[src/inc/smfm_pkg.sv]
// Package for the safe motion fault monitor: fault codes, stop responses, carriers.
// Assumes speed and position feedback arrive as signed words, one sample per valid pulse.
package smfm_pkg;
   localparam int SMFM_FB_W = 24;
   localparam int SMFM_NFAULT = 7;
   // Fault bit positions inside the latched fault vector.
   localparam int SMFM_F_LS3 = 0;
   localparam int SMFM_F_LS4 = 1;
   localparam int SMFM_F_POS = 2;
   localparam int SMFM_F_NEG = 3;
   localparam int SMFM_F_SS1 = 4;
   localparam int SMFM_F_SS2 = 5;
   localparam int SMFM_F_SOS = 6;
   // Fault codes as group and sub-code, packed as {group[11:0], sub[3:0]}.
   localparam logic [15:0] SMFM_CODE_NONE = 16'h0000;
   localparam logic [15:0] SMFM_CODE_LS3 = 16'ha02;
   localparam logic [15:0] SMFM_CODE_LS4 = 16'ha03;
   localparam logic [15:0] SMFM_CODE_POS = 16'ha50;
   localparam logic [15:0] SMFM_CODE_NEG = 16'ha51;
   localparam logic [15:0] SMFM_CODE_SS1 = 16'haa0;
   localparam logic [15:0] SMFM_CODE_SS2 = 16'haa1;
   localparam logic [15:0] SMFM_CODE_SOS = 16'haa2;
   localparam logic [SMFM_NFAULT-1:0] SMFM_FAULT_RST = '0;

   // Stop response that a monitoring function asks for on fault.
   typedef enum logic [1:0] {
      SMFM_STOP_NONE = 2'b00,
      SMFM_STOP_TORQUE_OFF = 2'b01,
      SMFM_STOP_FIRST = 2'b10,
      SMFM_STOP_SECOND = 2'b11
   } smfm_stop_t;

   // One feedback sample.
   typedef struct packed {
      logic signed [SMFM_FB_W-1:0] speed;
      logic signed [SMFM_FB_W-1:0] pos_delta;
   } smfm_fb_t;

   // Configured limits; all are magnitudes, non-negative.
   typedef struct packed {
      logic [SMFM_FB_W-1:0] ls3_limit;
      logic [SMFM_FB_W-1:0] ls4_limit;
      logic [SMFM_FB_W-1:0] dir_zero_speed;
      logic [SMFM_FB_W-1:0] dir_zero_pos;
      logic [SMFM_FB_W-1:0] ramp_ceiling;
      logic [SMFM_FB_W-1:0] sos_speed;
      logic [SMFM_FB_W-1:0] sos_pos;
   } smfm_limits_t;

   // Active monitoring functions.
   typedef struct packed {
      logic ls3;
      logic ls4;
      logic pos_lock;
      logic neg_lock;
      logic ss1_ramp;
      logic ss2_ramp;
      logic safe_operating_stop;
   } smfm_mon_t;
endpackage

[src/design/smfm_record.sv]
// Fault record store: keeps the feedback sample present when a fault is detected.
// Assumes the writer pulses wr_en for exactly one cycle per recorded fault.
`timescale 1ns/1ps
module smfm_record #(
   parameter int DEPTH = 4
) (
   input wire logic mclk,
   input wire logic rst_n,
   input wire logic wr_en,
   input wire smfm_pkg::smfm_fb_t wr_data,
   input wire logic [15:0] wr_code,
   input wire logic [$clog2(DEPTH)-1:0] rd_idx,
   output smfm_pkg::smfm_fb_t rd_data,
   output logic [15:0] rd_code,
   output logic [$clog2(DEPTH):0] count
);
   import smfm_pkg::*;
   localparam int AW = $clog2(DEPTH);

   initial begin
      if (DEPTH < 2 || (1 << AW) != DEPTH) $error("smfm_record DEPTH must be a power of two >= 2");
   end

   smfm_fb_t mem_fb [DEPTH];
   logic [15:0] mem_code [DEPTH];
   logic [AW-1:0] wptr_reg, wptr_next;
   logic [AW:0] cnt_reg, cnt_next;

   // Entries wrap, so the oldest record is overwritten when full.
   always_comb begin
      wptr_next = wptr_reg;
      cnt_next = cnt_reg;
      if (wr_en) begin
         wptr_next = wptr_reg + 1'b1;
         if (cnt_reg != DEPTH[AW:0]) cnt_next = cnt_reg + 1'b1;
      end
   end

   always_ff @(posedge mclk) begin
      if (!rst_n) begin
         wptr_reg <= '0;
         cnt_reg <= '0;
      end else begin
         wptr_reg <= wptr_next;
         cnt_reg <= cnt_next;
      end
   end

   // Memory has no reset; read data are registered.
   always_ff @(posedge mclk) begin
      if (wr_en) begin
         mem_fb[wptr_reg] <= wr_data;
         mem_code[wptr_reg] <= wr_code;
      end
      rd_data <= mem_fb[rd_idx];
      rd_code <= mem_code[rd_idx];
   end

   assign count = cnt_reg;
endmodule

[src/design/smfm_top.sv]
// Safe motion fault monitor: compares feedback with configured limits and latches fault codes.
// Assumes feedback, limits and monitor enables are synchronous to mclk and stable per sample.
`timescale 1ns/1ps
// Notes on behaviour
// - With stage-three speed monitoring active, speed magnitude above its limit raises the stage-three fault.
// - With stage-four speed monitoring active, speed magnitude above its limit raises code E160.3.
// - With positive motion locked, moving positively beyond the allowance raises code E165.0.
// - Positive violation is positive speed above the zero-speed window or positive travel above the zero-position window.
// - With negative motion locked, moving negatively beyond the allowance raises code E165.1.
// - Negative violation is negative speed above the zero-speed window or negative travel above the zero-position window.
// - Once the first stop mode ramp monitor runs, a ramp outside the ceiling raises code E170.0.
// - Once the second stop mode ramp monitor runs, a ramp outside the ceiling raises code E170.1.
// - In safe operating stop, speed or position change above the threshold raises code E170.2.
// - A fault that seizes the latch with a torque-off response stores the speed and position seen at detection.
module smfm_top #(
   parameter int REC_DEPTH = 4
) (
   input wire logic mclk,
   input wire logic rst_n,
   input wire logic fb_valid,
   input wire smfm_pkg::smfm_fb_t fb,
   input wire smfm_pkg::smfm_limits_t limits,
   input wire smfm_pkg::smfm_mon_t mon,
   input wire smfm_pkg::smfm_stop_t stop_cfg_ls,
   input wire smfm_pkg::smfm_stop_t stop_cfg_dir,
   input wire smfm_pkg::smfm_stop_t stop_cfg_ramp,
   input wire logic fault_clear,
   input wire logic [$clog2(REC_DEPTH)-1:0] rec_idx,
   output logic [smfm_pkg::SMFM_NFAULT-1:0] fault_flags,
   output logic [15:0] fault_code,
   output logic fault_active,
   output smfm_pkg::smfm_stop_t stop_request,
   output smfm_pkg::smfm_fb_t rec_data,
   output logic [15:0] rec_code,
   output logic [$clog2(REC_DEPTH):0] rec_count
);
   import smfm_pkg::*;
   localparam int W = SMFM_FB_W;

   initial begin
      if (REC_DEPTH < 2) $error("smfm_top REC_DEPTH must be at least 2");
   end

   // Magnitudes and sign-split components of the sample.
   logic [W-1:0] spd_abs, pos_abs, spd_pos, spd_neg, pd_pos, pd_neg;
   logic [W-1:0] ramp_abs;
   logic signed [W-1:0] prev_speed_reg, prev_speed_next;
   logic signed [W:0] ramp_diff;
   logic ramp_armed_reg, ramp_armed_next;
   logic [SMFM_NFAULT-1:0] hit;

   always_comb begin
      spd_abs = fb.speed[W-1] ? W'(-fb.speed) : W'(fb.speed);
      pos_abs = fb.pos_delta[W-1] ? W'(-fb.pos_delta) : W'(fb.pos_delta);
      spd_pos = fb.speed[W-1] ? '0 : W'(fb.speed);
      spd_neg = fb.speed[W-1] ? W'(-fb.speed) : '0;
      pd_pos = fb.pos_delta[W-1] ? '0 : W'(fb.pos_delta);
      pd_neg = fb.pos_delta[W-1] ? W'(-fb.pos_delta) : '0;
      ramp_diff = (W+1)'(prev_speed_reg) - (W+1)'(fb.speed);
      ramp_abs = ramp_diff[W] ? W'(-ramp_diff) : W'(ramp_diff);
   end

   // Per-sample comparisons; each fires only while its monitor is active.
   always_comb begin
      hit = '0;
      if (fb_valid) begin
         hit[SMFM_F_LS3] = mon.ls3 && (spd_abs > limits.ls3_limit);
         hit[SMFM_F_LS4] = mon.ls4 && (spd_abs > limits.ls4_limit);
         hit[SMFM_F_POS] = mon.pos_lock && ((spd_pos > limits.dir_zero_speed) ||
            (pd_pos > limits.dir_zero_pos));
         hit[SMFM_F_NEG] = mon.neg_lock && ((spd_neg > limits.dir_zero_speed) ||
            (pd_neg > limits.dir_zero_pos));
         // Ramp needs one earlier sample, so the first sample after start only arms it.
         hit[SMFM_F_SS1] = mon.ss1_ramp && ramp_armed_reg && (ramp_abs > limits.ramp_ceiling);
         hit[SMFM_F_SS2] = mon.ss2_ramp && ramp_armed_reg && (ramp_abs > limits.ramp_ceiling);
         hit[SMFM_F_SOS] = mon.safe_operating_stop && ((spd_abs > limits.sos_speed) || (pos_abs > limits.sos_pos));
      end
   end

   // Ramp history tracking.
   always_comb begin
      prev_speed_next = prev_speed_reg;
      ramp_armed_next = ramp_armed_reg;
      if (!(mon.ss1_ramp || mon.ss2_ramp)) begin
         ramp_armed_next = 1'b0;
      end else if (fb_valid) begin
         prev_speed_next = fb.speed;
         ramp_armed_next = 1'b1;
      end
   end

   always_ff @(posedge mclk) begin
      if (!rst_n) begin
         prev_speed_reg <= '0;
         ramp_armed_reg <= 1'b0;
      end else begin
         prev_speed_reg <= prev_speed_next;
         ramp_armed_reg <= ramp_armed_next;
      end
   end

   // Priority encoder picks the code and response of the lowest new fault bit.
   logic [15:0] new_code;
   smfm_stop_t new_stop;
   always_comb begin
      new_code = SMFM_CODE_NONE;
      new_stop = SMFM_STOP_NONE;
      if (hit[SMFM_F_LS3]) begin
         new_code = SMFM_CODE_LS3;
         new_stop = stop_cfg_ls;
      end else if (hit[SMFM_F_LS4]) begin
         new_code = SMFM_CODE_LS4;
         new_stop = stop_cfg_ls;
      end else if (hit[SMFM_F_POS]) begin
         new_code = SMFM_CODE_POS;
         new_stop = stop_cfg_dir;
      end else if (hit[SMFM_F_NEG]) begin
         new_code = SMFM_CODE_NEG;
         new_stop = stop_cfg_dir;
      end else if (hit[SMFM_F_SS1]) begin
         new_code = SMFM_CODE_SS1;
         new_stop = stop_cfg_ramp;
      end else if (hit[SMFM_F_SS2]) begin
         new_code = SMFM_CODE_SS2;
         new_stop = stop_cfg_ramp;
      end else if (hit[SMFM_F_SOS]) begin
         new_code = SMFM_CODE_SOS;
         // A stop that is already standing still can only fall back to torque-off.
         new_stop = SMFM_STOP_TORQUE_OFF;
      end
   end

   // Fault latch: the first fault owns the code; set wins over a same-cycle clear.
   logic [SMFM_NFAULT-1:0] flags_reg, flags_next;
   logic [15:0] code_reg, code_next;
   smfm_stop_t stop_reg, stop_next;
   logic active_reg, active_next;
   logic rec_wr;
   always_comb begin
      flags_next = flags_reg;
      code_next = code_reg;
      stop_next = stop_reg;
      if (fault_clear) begin
         flags_next = SMFM_FAULT_RST;
         code_next = SMFM_CODE_NONE;
         stop_next = SMFM_STOP_NONE;
      end
      flags_next = flags_next | hit;
      if (|hit && (code_next == SMFM_CODE_NONE)) begin
         code_next = new_code;
         stop_next = new_stop;
      end
      active_next = |flags_next;
      // Record only the fault that owns the latch, when its response is torque-off.
      // The latch is seized when it is empty, or is being cleared in this same cycle.
      rec_wr = |hit && (fault_clear || (code_reg == SMFM_CODE_NONE)) &&
         (new_stop == SMFM_STOP_TORQUE_OFF);
   end

   always_ff @(posedge mclk) begin
      if (!rst_n) begin
         flags_reg <= SMFM_FAULT_RST;
         code_reg <= SMFM_CODE_NONE;
         stop_reg <= SMFM_STOP_NONE;
         active_reg <= 1'b0;
      end else begin
         flags_reg <= flags_next;
         code_reg <= code_next;
         stop_reg <= stop_next;
         active_reg <= active_next;
      end
   end

   smfm_record #(
      .DEPTH(REC_DEPTH)
   ) u_record (
      .mclk(mclk),
      .rst_n(rst_n),
      .wr_en(rec_wr),
      .wr_data(fb),
      .wr_code(new_code),
      .rd_idx(rec_idx),
      .rd_data(rec_data),
      .rd_code(rec_code),
      .count(rec_count)
   );

   assign fault_flags = flags_reg;
   assign fault_code = code_reg;
   assign fault_active = active_reg;
   assign stop_request = stop_reg;

   // Checks on fault detection and latching.
   a_ls3_fault: assert property (@(posedge mclk) disable iff (!rst_n)
      fb_valid && mon.ls3 && (spd_abs > limits.ls3_limit) |=> fault_flags[SMFM_F_LS3])
      else $error("stage three overspeed not flagged");
   a_ls4_code: assert property (@(posedge mclk) disable iff (!rst_n)
      fb_valid && mon.ls4 && (spd_abs > limits.ls4_limit) && !mon.ls3 && fault_code == SMFM_CODE_NONE
      |=> fault_code == SMFM_CODE_LS4)
      else $error("stage four code not latched");
   a_pos_lock: assert property (@(posedge mclk) disable iff (!rst_n)
      fb_valid && mon.pos_lock && (pd_pos > limits.dir_zero_pos) |=> fault_flags[SMFM_F_POS])
      else $error("positive lock violation missed");
   a_pos_quiet: assert property (@(posedge mclk) disable iff (!rst_n)
      hit[SMFM_F_POS] |-> mon.pos_lock && (($signed(fb.speed) > $signed({1'b0, limits.dir_zero_speed})) ||
      ($signed(fb.pos_delta) > $signed({1'b0, limits.dir_zero_pos}))))
      else $error("positive fault without cause");
   a_neg_lock: assert property (@(posedge mclk) disable iff (!rst_n)
      fb_valid && mon.neg_lock && (spd_neg > limits.dir_zero_speed) |=> fault_flags[SMFM_F_NEG])
      else $error("negative lock violation missed");
   a_neg_quiet: assert property (@(posedge mclk) disable iff (!rst_n)
      hit[SMFM_F_NEG] |-> mon.neg_lock && (($signed(fb.speed) < -$signed({1'b0, limits.dir_zero_speed})) ||
      ($signed(fb.pos_delta) < -$signed({1'b0, limits.dir_zero_pos}))))
      else $error("negative fault without cause");
   a_ss1_ramp: assert property (@(posedge mclk) disable iff (!rst_n)
      fb_valid && mon.ss1_ramp && ramp_armed_reg && (ramp_abs > limits.ramp_ceiling) |=> fault_flags[SMFM_F_SS1])
      else $error("first stop ramp fault wrong");
   a_ss2_ramp: assert property (@(posedge mclk) disable iff (!rst_n)
      fb_valid && mon.ss2_ramp && ramp_armed_reg && (ramp_abs > limits.ramp_ceiling) |=> fault_flags[SMFM_F_SS2])
      else $error("second stop ramp fault missed");
   a_sos_drift: assert property (@(posedge mclk) disable iff (!rst_n)
      fb_valid && mon.safe_operating_stop && (pos_abs > limits.sos_pos) |=> fault_flags[SMFM_F_SOS] && fault_active)
      else $error("safe stop drift missed");
   a_rec_count: assert property (@(posedge mclk) disable iff (!rst_n)
      rec_wr && rec_count == 0 |=> rec_count == 1)
      else $error("fault record not stored");
   a_latch_hold: assert property (@(posedge mclk) disable iff (!rst_n)
      fault_active && !fault_clear |=> fault_active && $stable(fault_code) && $stable(stop_request))
      else $error("latched fault changed without clear");

   c_ls3: cover property (@(posedge mclk) disable iff (!rst_n) hit[SMFM_F_LS3]);
   c_dir: cover property (@(posedge mclk) disable iff (!rst_n) hit[SMFM_F_POS] ##[1:20] hit[SMFM_F_NEG]);
   c_ramp: cover property (@(posedge mclk) disable iff (!rst_n) hit[SMFM_F_SS2]);
   c_record: cover property (@(posedge mclk) disable iff (!rst_n) rec_wr);
   c_clear: cover property (@(posedge mclk) disable iff (!rst_n) fault_active ##1 fault_clear ##1 !fault_active);
endmodule

[config.mk]
export PLATFORM = sky130hd
export DESIGN_NAME = smfm_top
export DESIGN_NICKNAME = d
export VERILOG_FILES = /design/src/inc/smfm_pkg.sv /design/src/design/smfm_record.sv /design/src/design/smfm_top.sv
export SDC_FILE = /design/constraint.sdc
export NUM_CORES = 1
export LEC_CHECK = 0
export BUFFER_PORTS_ARGS = -buffer_cell sky130_fd_sc_hd__buf_2
export CORE_MARGIN = 10
export CORE_UTILIZATION = 25
export DETAILED_ROUTE_END_ITERATION = 10
export PLACE_DENSITY = 0.38
export SYNTH_ARGS = -nofsm -noshare
export SYNTH_HDL_FRONTEND = slang
export SYNTH_HIERARCHICAL = 1
export SYNTH_SLANG_ARGS = --single-unit
[constraint.sdc]
create_clock -name mclk -period 18.7 [get_ports mclk]
set_input_delay 2.805 -clock mclk [delete_from_list [all_inputs] [get_ports mclk]]
set_output_delay 2.805 -clock mclk [all_outputs]
set_load 0.05 [all_outputs]
==> results.sh <==
export IMPL_worst_path_stages=25
export IMPL_yosysWarnings=6
export IMPL_grt_usage=0.1486
export IMPL_place_area_um2=24590
export IMPL_drv_cap=0
export IMPL_worst_path_buf_inv=2
export IMPL_die_h_um=313.9
export IMPL_fmax_ghz=0.09042
export IMPL_reg_largest_list="u_record/mem_fb (192), u_record/mem_code (64), u_record/rd_data (48)"
export IMPL_io_buffers=327
export IMPL_crit_path_start_kind="input pin"
export IMPL_setup_viol=0
export IMPL_p_leak_nw=11.13
export IMPL_fin_crit_sh=0.5914
export IMPL_htree_levels=2
export IMPL_finalInstanceArea_um2=26130
export IMPL_crit_fanout=33
export IMPL_place_inst=3398
export IMPL_startpoint="fb[24]"
export IMPL_drive_above_1_share=0.2303
export IMPL_ys_seq_area_frac=0.4672
export IMPL_power_density_nw_per_um2=90.51
export IMPL_final_max_slew_viol_count=0
export IMPL_largest_reg_flops=192
export IMPL_fin_cells=3487
export IMPL_regMostFlops="u_record/mem_fb"
export IMPL_crit_path_end_kind="flop"
export IMPL_synth_edff_count=256
export IMPL_fin_total_pwr_mw=2.365
export IMPL_cts_buffer_depth=3
export IMPL_arrival_ns=11.27
export IMPL_placement_rows=107
export IMPL_cts_root_buf="clkbuf_16"
export IMPL_grt_max_degree=65
export IMPL_ys_flop_type="edfxtp_1"
export IMPL_internal_power_mw=1.662
export IMPL_postCtsHoldBufs=0
export IMPL_io_pins=328
export IMPL_r2r_end="u_record/mem_code[3][9]"
export IMPL_status="finished, final reports clean"
export IMPL_antenna_found_initial=6
export IMPL_grt_pass1_vias=17353
export IMPL_avgViaCountPerCell=4.631
export IMPL_fin_nets=2785
export IMPL_worstMarginPinSlew_ns=1.264
export IMPL_routabilityCongestion=0.8562
export IMPL_numClockSinks=376
export IMPL_drc=0
export IMPL_cp_required_ns=18.91
export IMPL_rsz0062_at_grt="false"
export IMPL_worstHoldPathCells=2
export IMPL_die_x_um=313.9
export IMPL_peakVddDrop_mv=0.05850
export IMPL_crit_slowest_cell="a311oi_1"
export IMPL_seqPwrFrac=0.410
export IMPL_r2r_cells=25
export IMPL_reg2reg_slack_ns=9.72
export IMPL_period_minus_slack_ns=11.06
export IMPL_hp_start="prev_speed_reg[6]"
export IMPL_yosysUniqueCellTypes=88
export IMPL_postSynthCellCount=1930
export IMPL_core_um2=85410
export IMPL_nFillCells=8986
export IMPL_hp_class="reg2reg"
export IMPL_power_frac_clock=0.379
export IMPL_slew_headroom=0.1494
export IMPL_grt_overflow_total=0
export IMPL_path_clk_slew_ns=0.05
export IMPL_vias=16148
export IMPL_cts_setup_buffers=0
export IMPL_wire_per_inst_um=21.41
export IMPL_clk_latency_ns=0.58
export IMPL_initial_utilization=0.2528
export IMPL_die_area_um2=98540
export IMPL_hold_end="prev_speed_reg[6]"
export IMPL_critPathKind="in2reg"
export IMPL_dr_first_iter_drc_count=877
export IMPL_hpwl_mm=59.39
export IMPL_rr_startpoint="prev_speed_reg[0]"
export IMPL_finClkSkew_ns=0.01883
export IMPL_swShare=0.2974
export IMPL_cpPeakStageDelay_ns=0.74
export IMPL_critical_path_top_delay_family="simple AND/OR/NAND/NOR gates"
export IMPL_syn_area_um2=21600
export IMPL_grt_pass1_wl_mm=111.3
export IMPL_syn_avg_cell_area_um2=11.19
export IMPL_drt_pre_antenna_iters=5
export IMPL_p_comb_frac=0.212
export IMPL_utilization=0.3059
export IMPL_final_hold_viol_count=0
export IMPL_ant_nets=0
export IMPL_cts_tree="yes"
export IMPL_async_flop_share=0
export IMPL_cts_resized=0
export IMPL_cts_buffers=46
export IMPL_ys_seq_elements=376
export IMPL_p_switching_mw=0.7032
export IMPL_syn2layout_area_growth_pct=20.99
export IMPL_drt_total_wl_mm=74.66
export IMPL_fin_setup_tns_ns=0
==> synthesized netlist by cell type (4+ instances only) <==
| master | n | area share |
|---|---|---|
| a211o_1 | 4 | 0.0016 |
| a211oi_1 | 12 | 0.0042 |
| a21boi_0 | 7 | 0.0024 |
| a21o_1 | 28 | 0.0097 |
| a21oi_1 | 149 | 0.035 |
| a311oi_1 | 4 | 0.0016 |
| a31oi_1 | 6 | 0.0017 |
| and2_1 | 33 | 0.0096 |
| and3_1 | 19 | 0.0055 |
| and4_1 | 7 | 0.0028 |
| buf_12 | 6 | 0.0056 |
| buf_2 | 8 | 0.0019 |
| clkbuf_1 | 25 | 0.0043 |
| dfxtp_1 | 120 | 0.11 |
| edfxtp_1 | 256 | 0.36 |
| ha_1 | 247 | 0.14 |
| inv_1 | 202 | 0.035 |
| mux2i_1 | 6 | 0.0028 |
| mux4_1 | 4 | 0.0049 |
| mux4_2 | 60 | 0.063 |
| nand2_1 | 132 | 0.023 |
| nand2b_1 | 14 | 0.0041 |
| nand3_1 | 23 | 0.0053 |
| nand3b_1 | 4 | 0.0014 |
| nand4_1 | 51 | 0.015 |
| nor2_1 | 107 | 0.019 |
| nor2b_1 | 42 | 0.012 |
| nor3_1 | 36 | 0.0083 |
| nor3b_1 | 5 | 0.0017 |
| nor4_1 | 23 | 0.0067 |
| o211ai_1 | 14 | 0.0049 |
| o21a_1 | 16 | 0.0056 |
| o21ai_0 | 53 | 0.012 |
| o31ai_1 | 6 | 0.0021 |
| or2_2 | 41 | 0.012 |
| or3_1 | 10 | 0.0029 |
| or4_1 | 4 | 0.0014 |
| xnor2_1 | 50 | 0.020 |
| xor2_1 | 18 | 0.0073 |
==> metal layers <==
metal	global-route usage	wire, µm
met1	0.1776	31590
met2	0.2612	36710
met3	0.03209	3887
met4	0.04991	2453
met5	0	17
==> layout make-up <==
cell class                 instances  area [µm²]  area share
timing repair buffer             341        1747     0.06685
sequential                       376       10090      0.3862
clock inverter                    18       244.0    0.009338
inverter                         202       758.2     0.02902
multi-input combinational       1335       10560      0.4043
tap                             1144        1431     0.05478
clock buffer                      68        1287     0.04928
antenna                            3       7.507   0.0002873
==> layout by cell type, fill, tap and decap left out, types with 46 or more instances in the layout <==
cell type    n
buf_2      325
edfxtp_1   256
ha_1       247
inv_1      202
a21oi_1    149
nand2_1    132
dfxtp_1    120
nor2_1     107
mux4_2      60
o21ai_0     52
nand4_1     51
xnor2_1     50
clkbuf_16   46
==> cells by family after synthesis <==
kind of cell | Yosys count | synth area share
buf+inv | 250 | 0.05006
mux | 72 | 0.07126
xor+xnor | 69 | 0.02833
fa+ha+maj | 248 | 0.1440
simple gates | 571 | 0.1392
flops | 376 | 0.4672
compound gates | 343 | 0.09971
other cells | 1 | 0.0001736
==> how the worst max path moves through the flow <==
stage                               to  slack (ns)
2_1_floorplan  u_record/mem_code[0][0]        8.39
3_3_place_gp   u_record/mem_code[3][4]        7.13
3_5_place_dp   u_record/mem_code[3][5]        7.00
4_1_cts        u_record/mem_code[3][9]        7.61
5_1_grt        u_record/mem_code[3][9]        6.92
6_report       u_record/mem_code[3][9]        7.64
==> worst min-delay path, stage by stage, from the launching register on <==
cell,delay [ns]
dfxtp_1,0.31
nand2_1,0.05
a21oi_1,0.05
==> stage by stage <==
step           setup slack (ns)  hold WS [ns]
6_report                  7.640        0.4594
5_1_grt                   6.924        0.4923
4_1_cts                   7.605        0.4605
3_5_place_dp              7.001        0.4529
3_3_place_gp              7.130        0.4487
2_1_floorplan             8.392        0.4363
==> power groups by stage <==
| stage | sequential, mW | clock, mW | combinational (mW) |
|---|---|---|---|
| 2_1_floorplan | 1.04 | 0 | 0.268 |
| 3_3_place_gp | 0.986 | 0 | 0.505 |
| 3_5_place_dp | 0.987 | 0 | 0.510 |
| 4_1_cts | 0.970 | 0.934 | 0.512 |
| 5_1_grt | 0.973 | 0.970 | 0.558 |
| 6_report | 0.969 | 0.896 | 0.501 |
No activity file was read; power rests on OpenSTA's default activity.
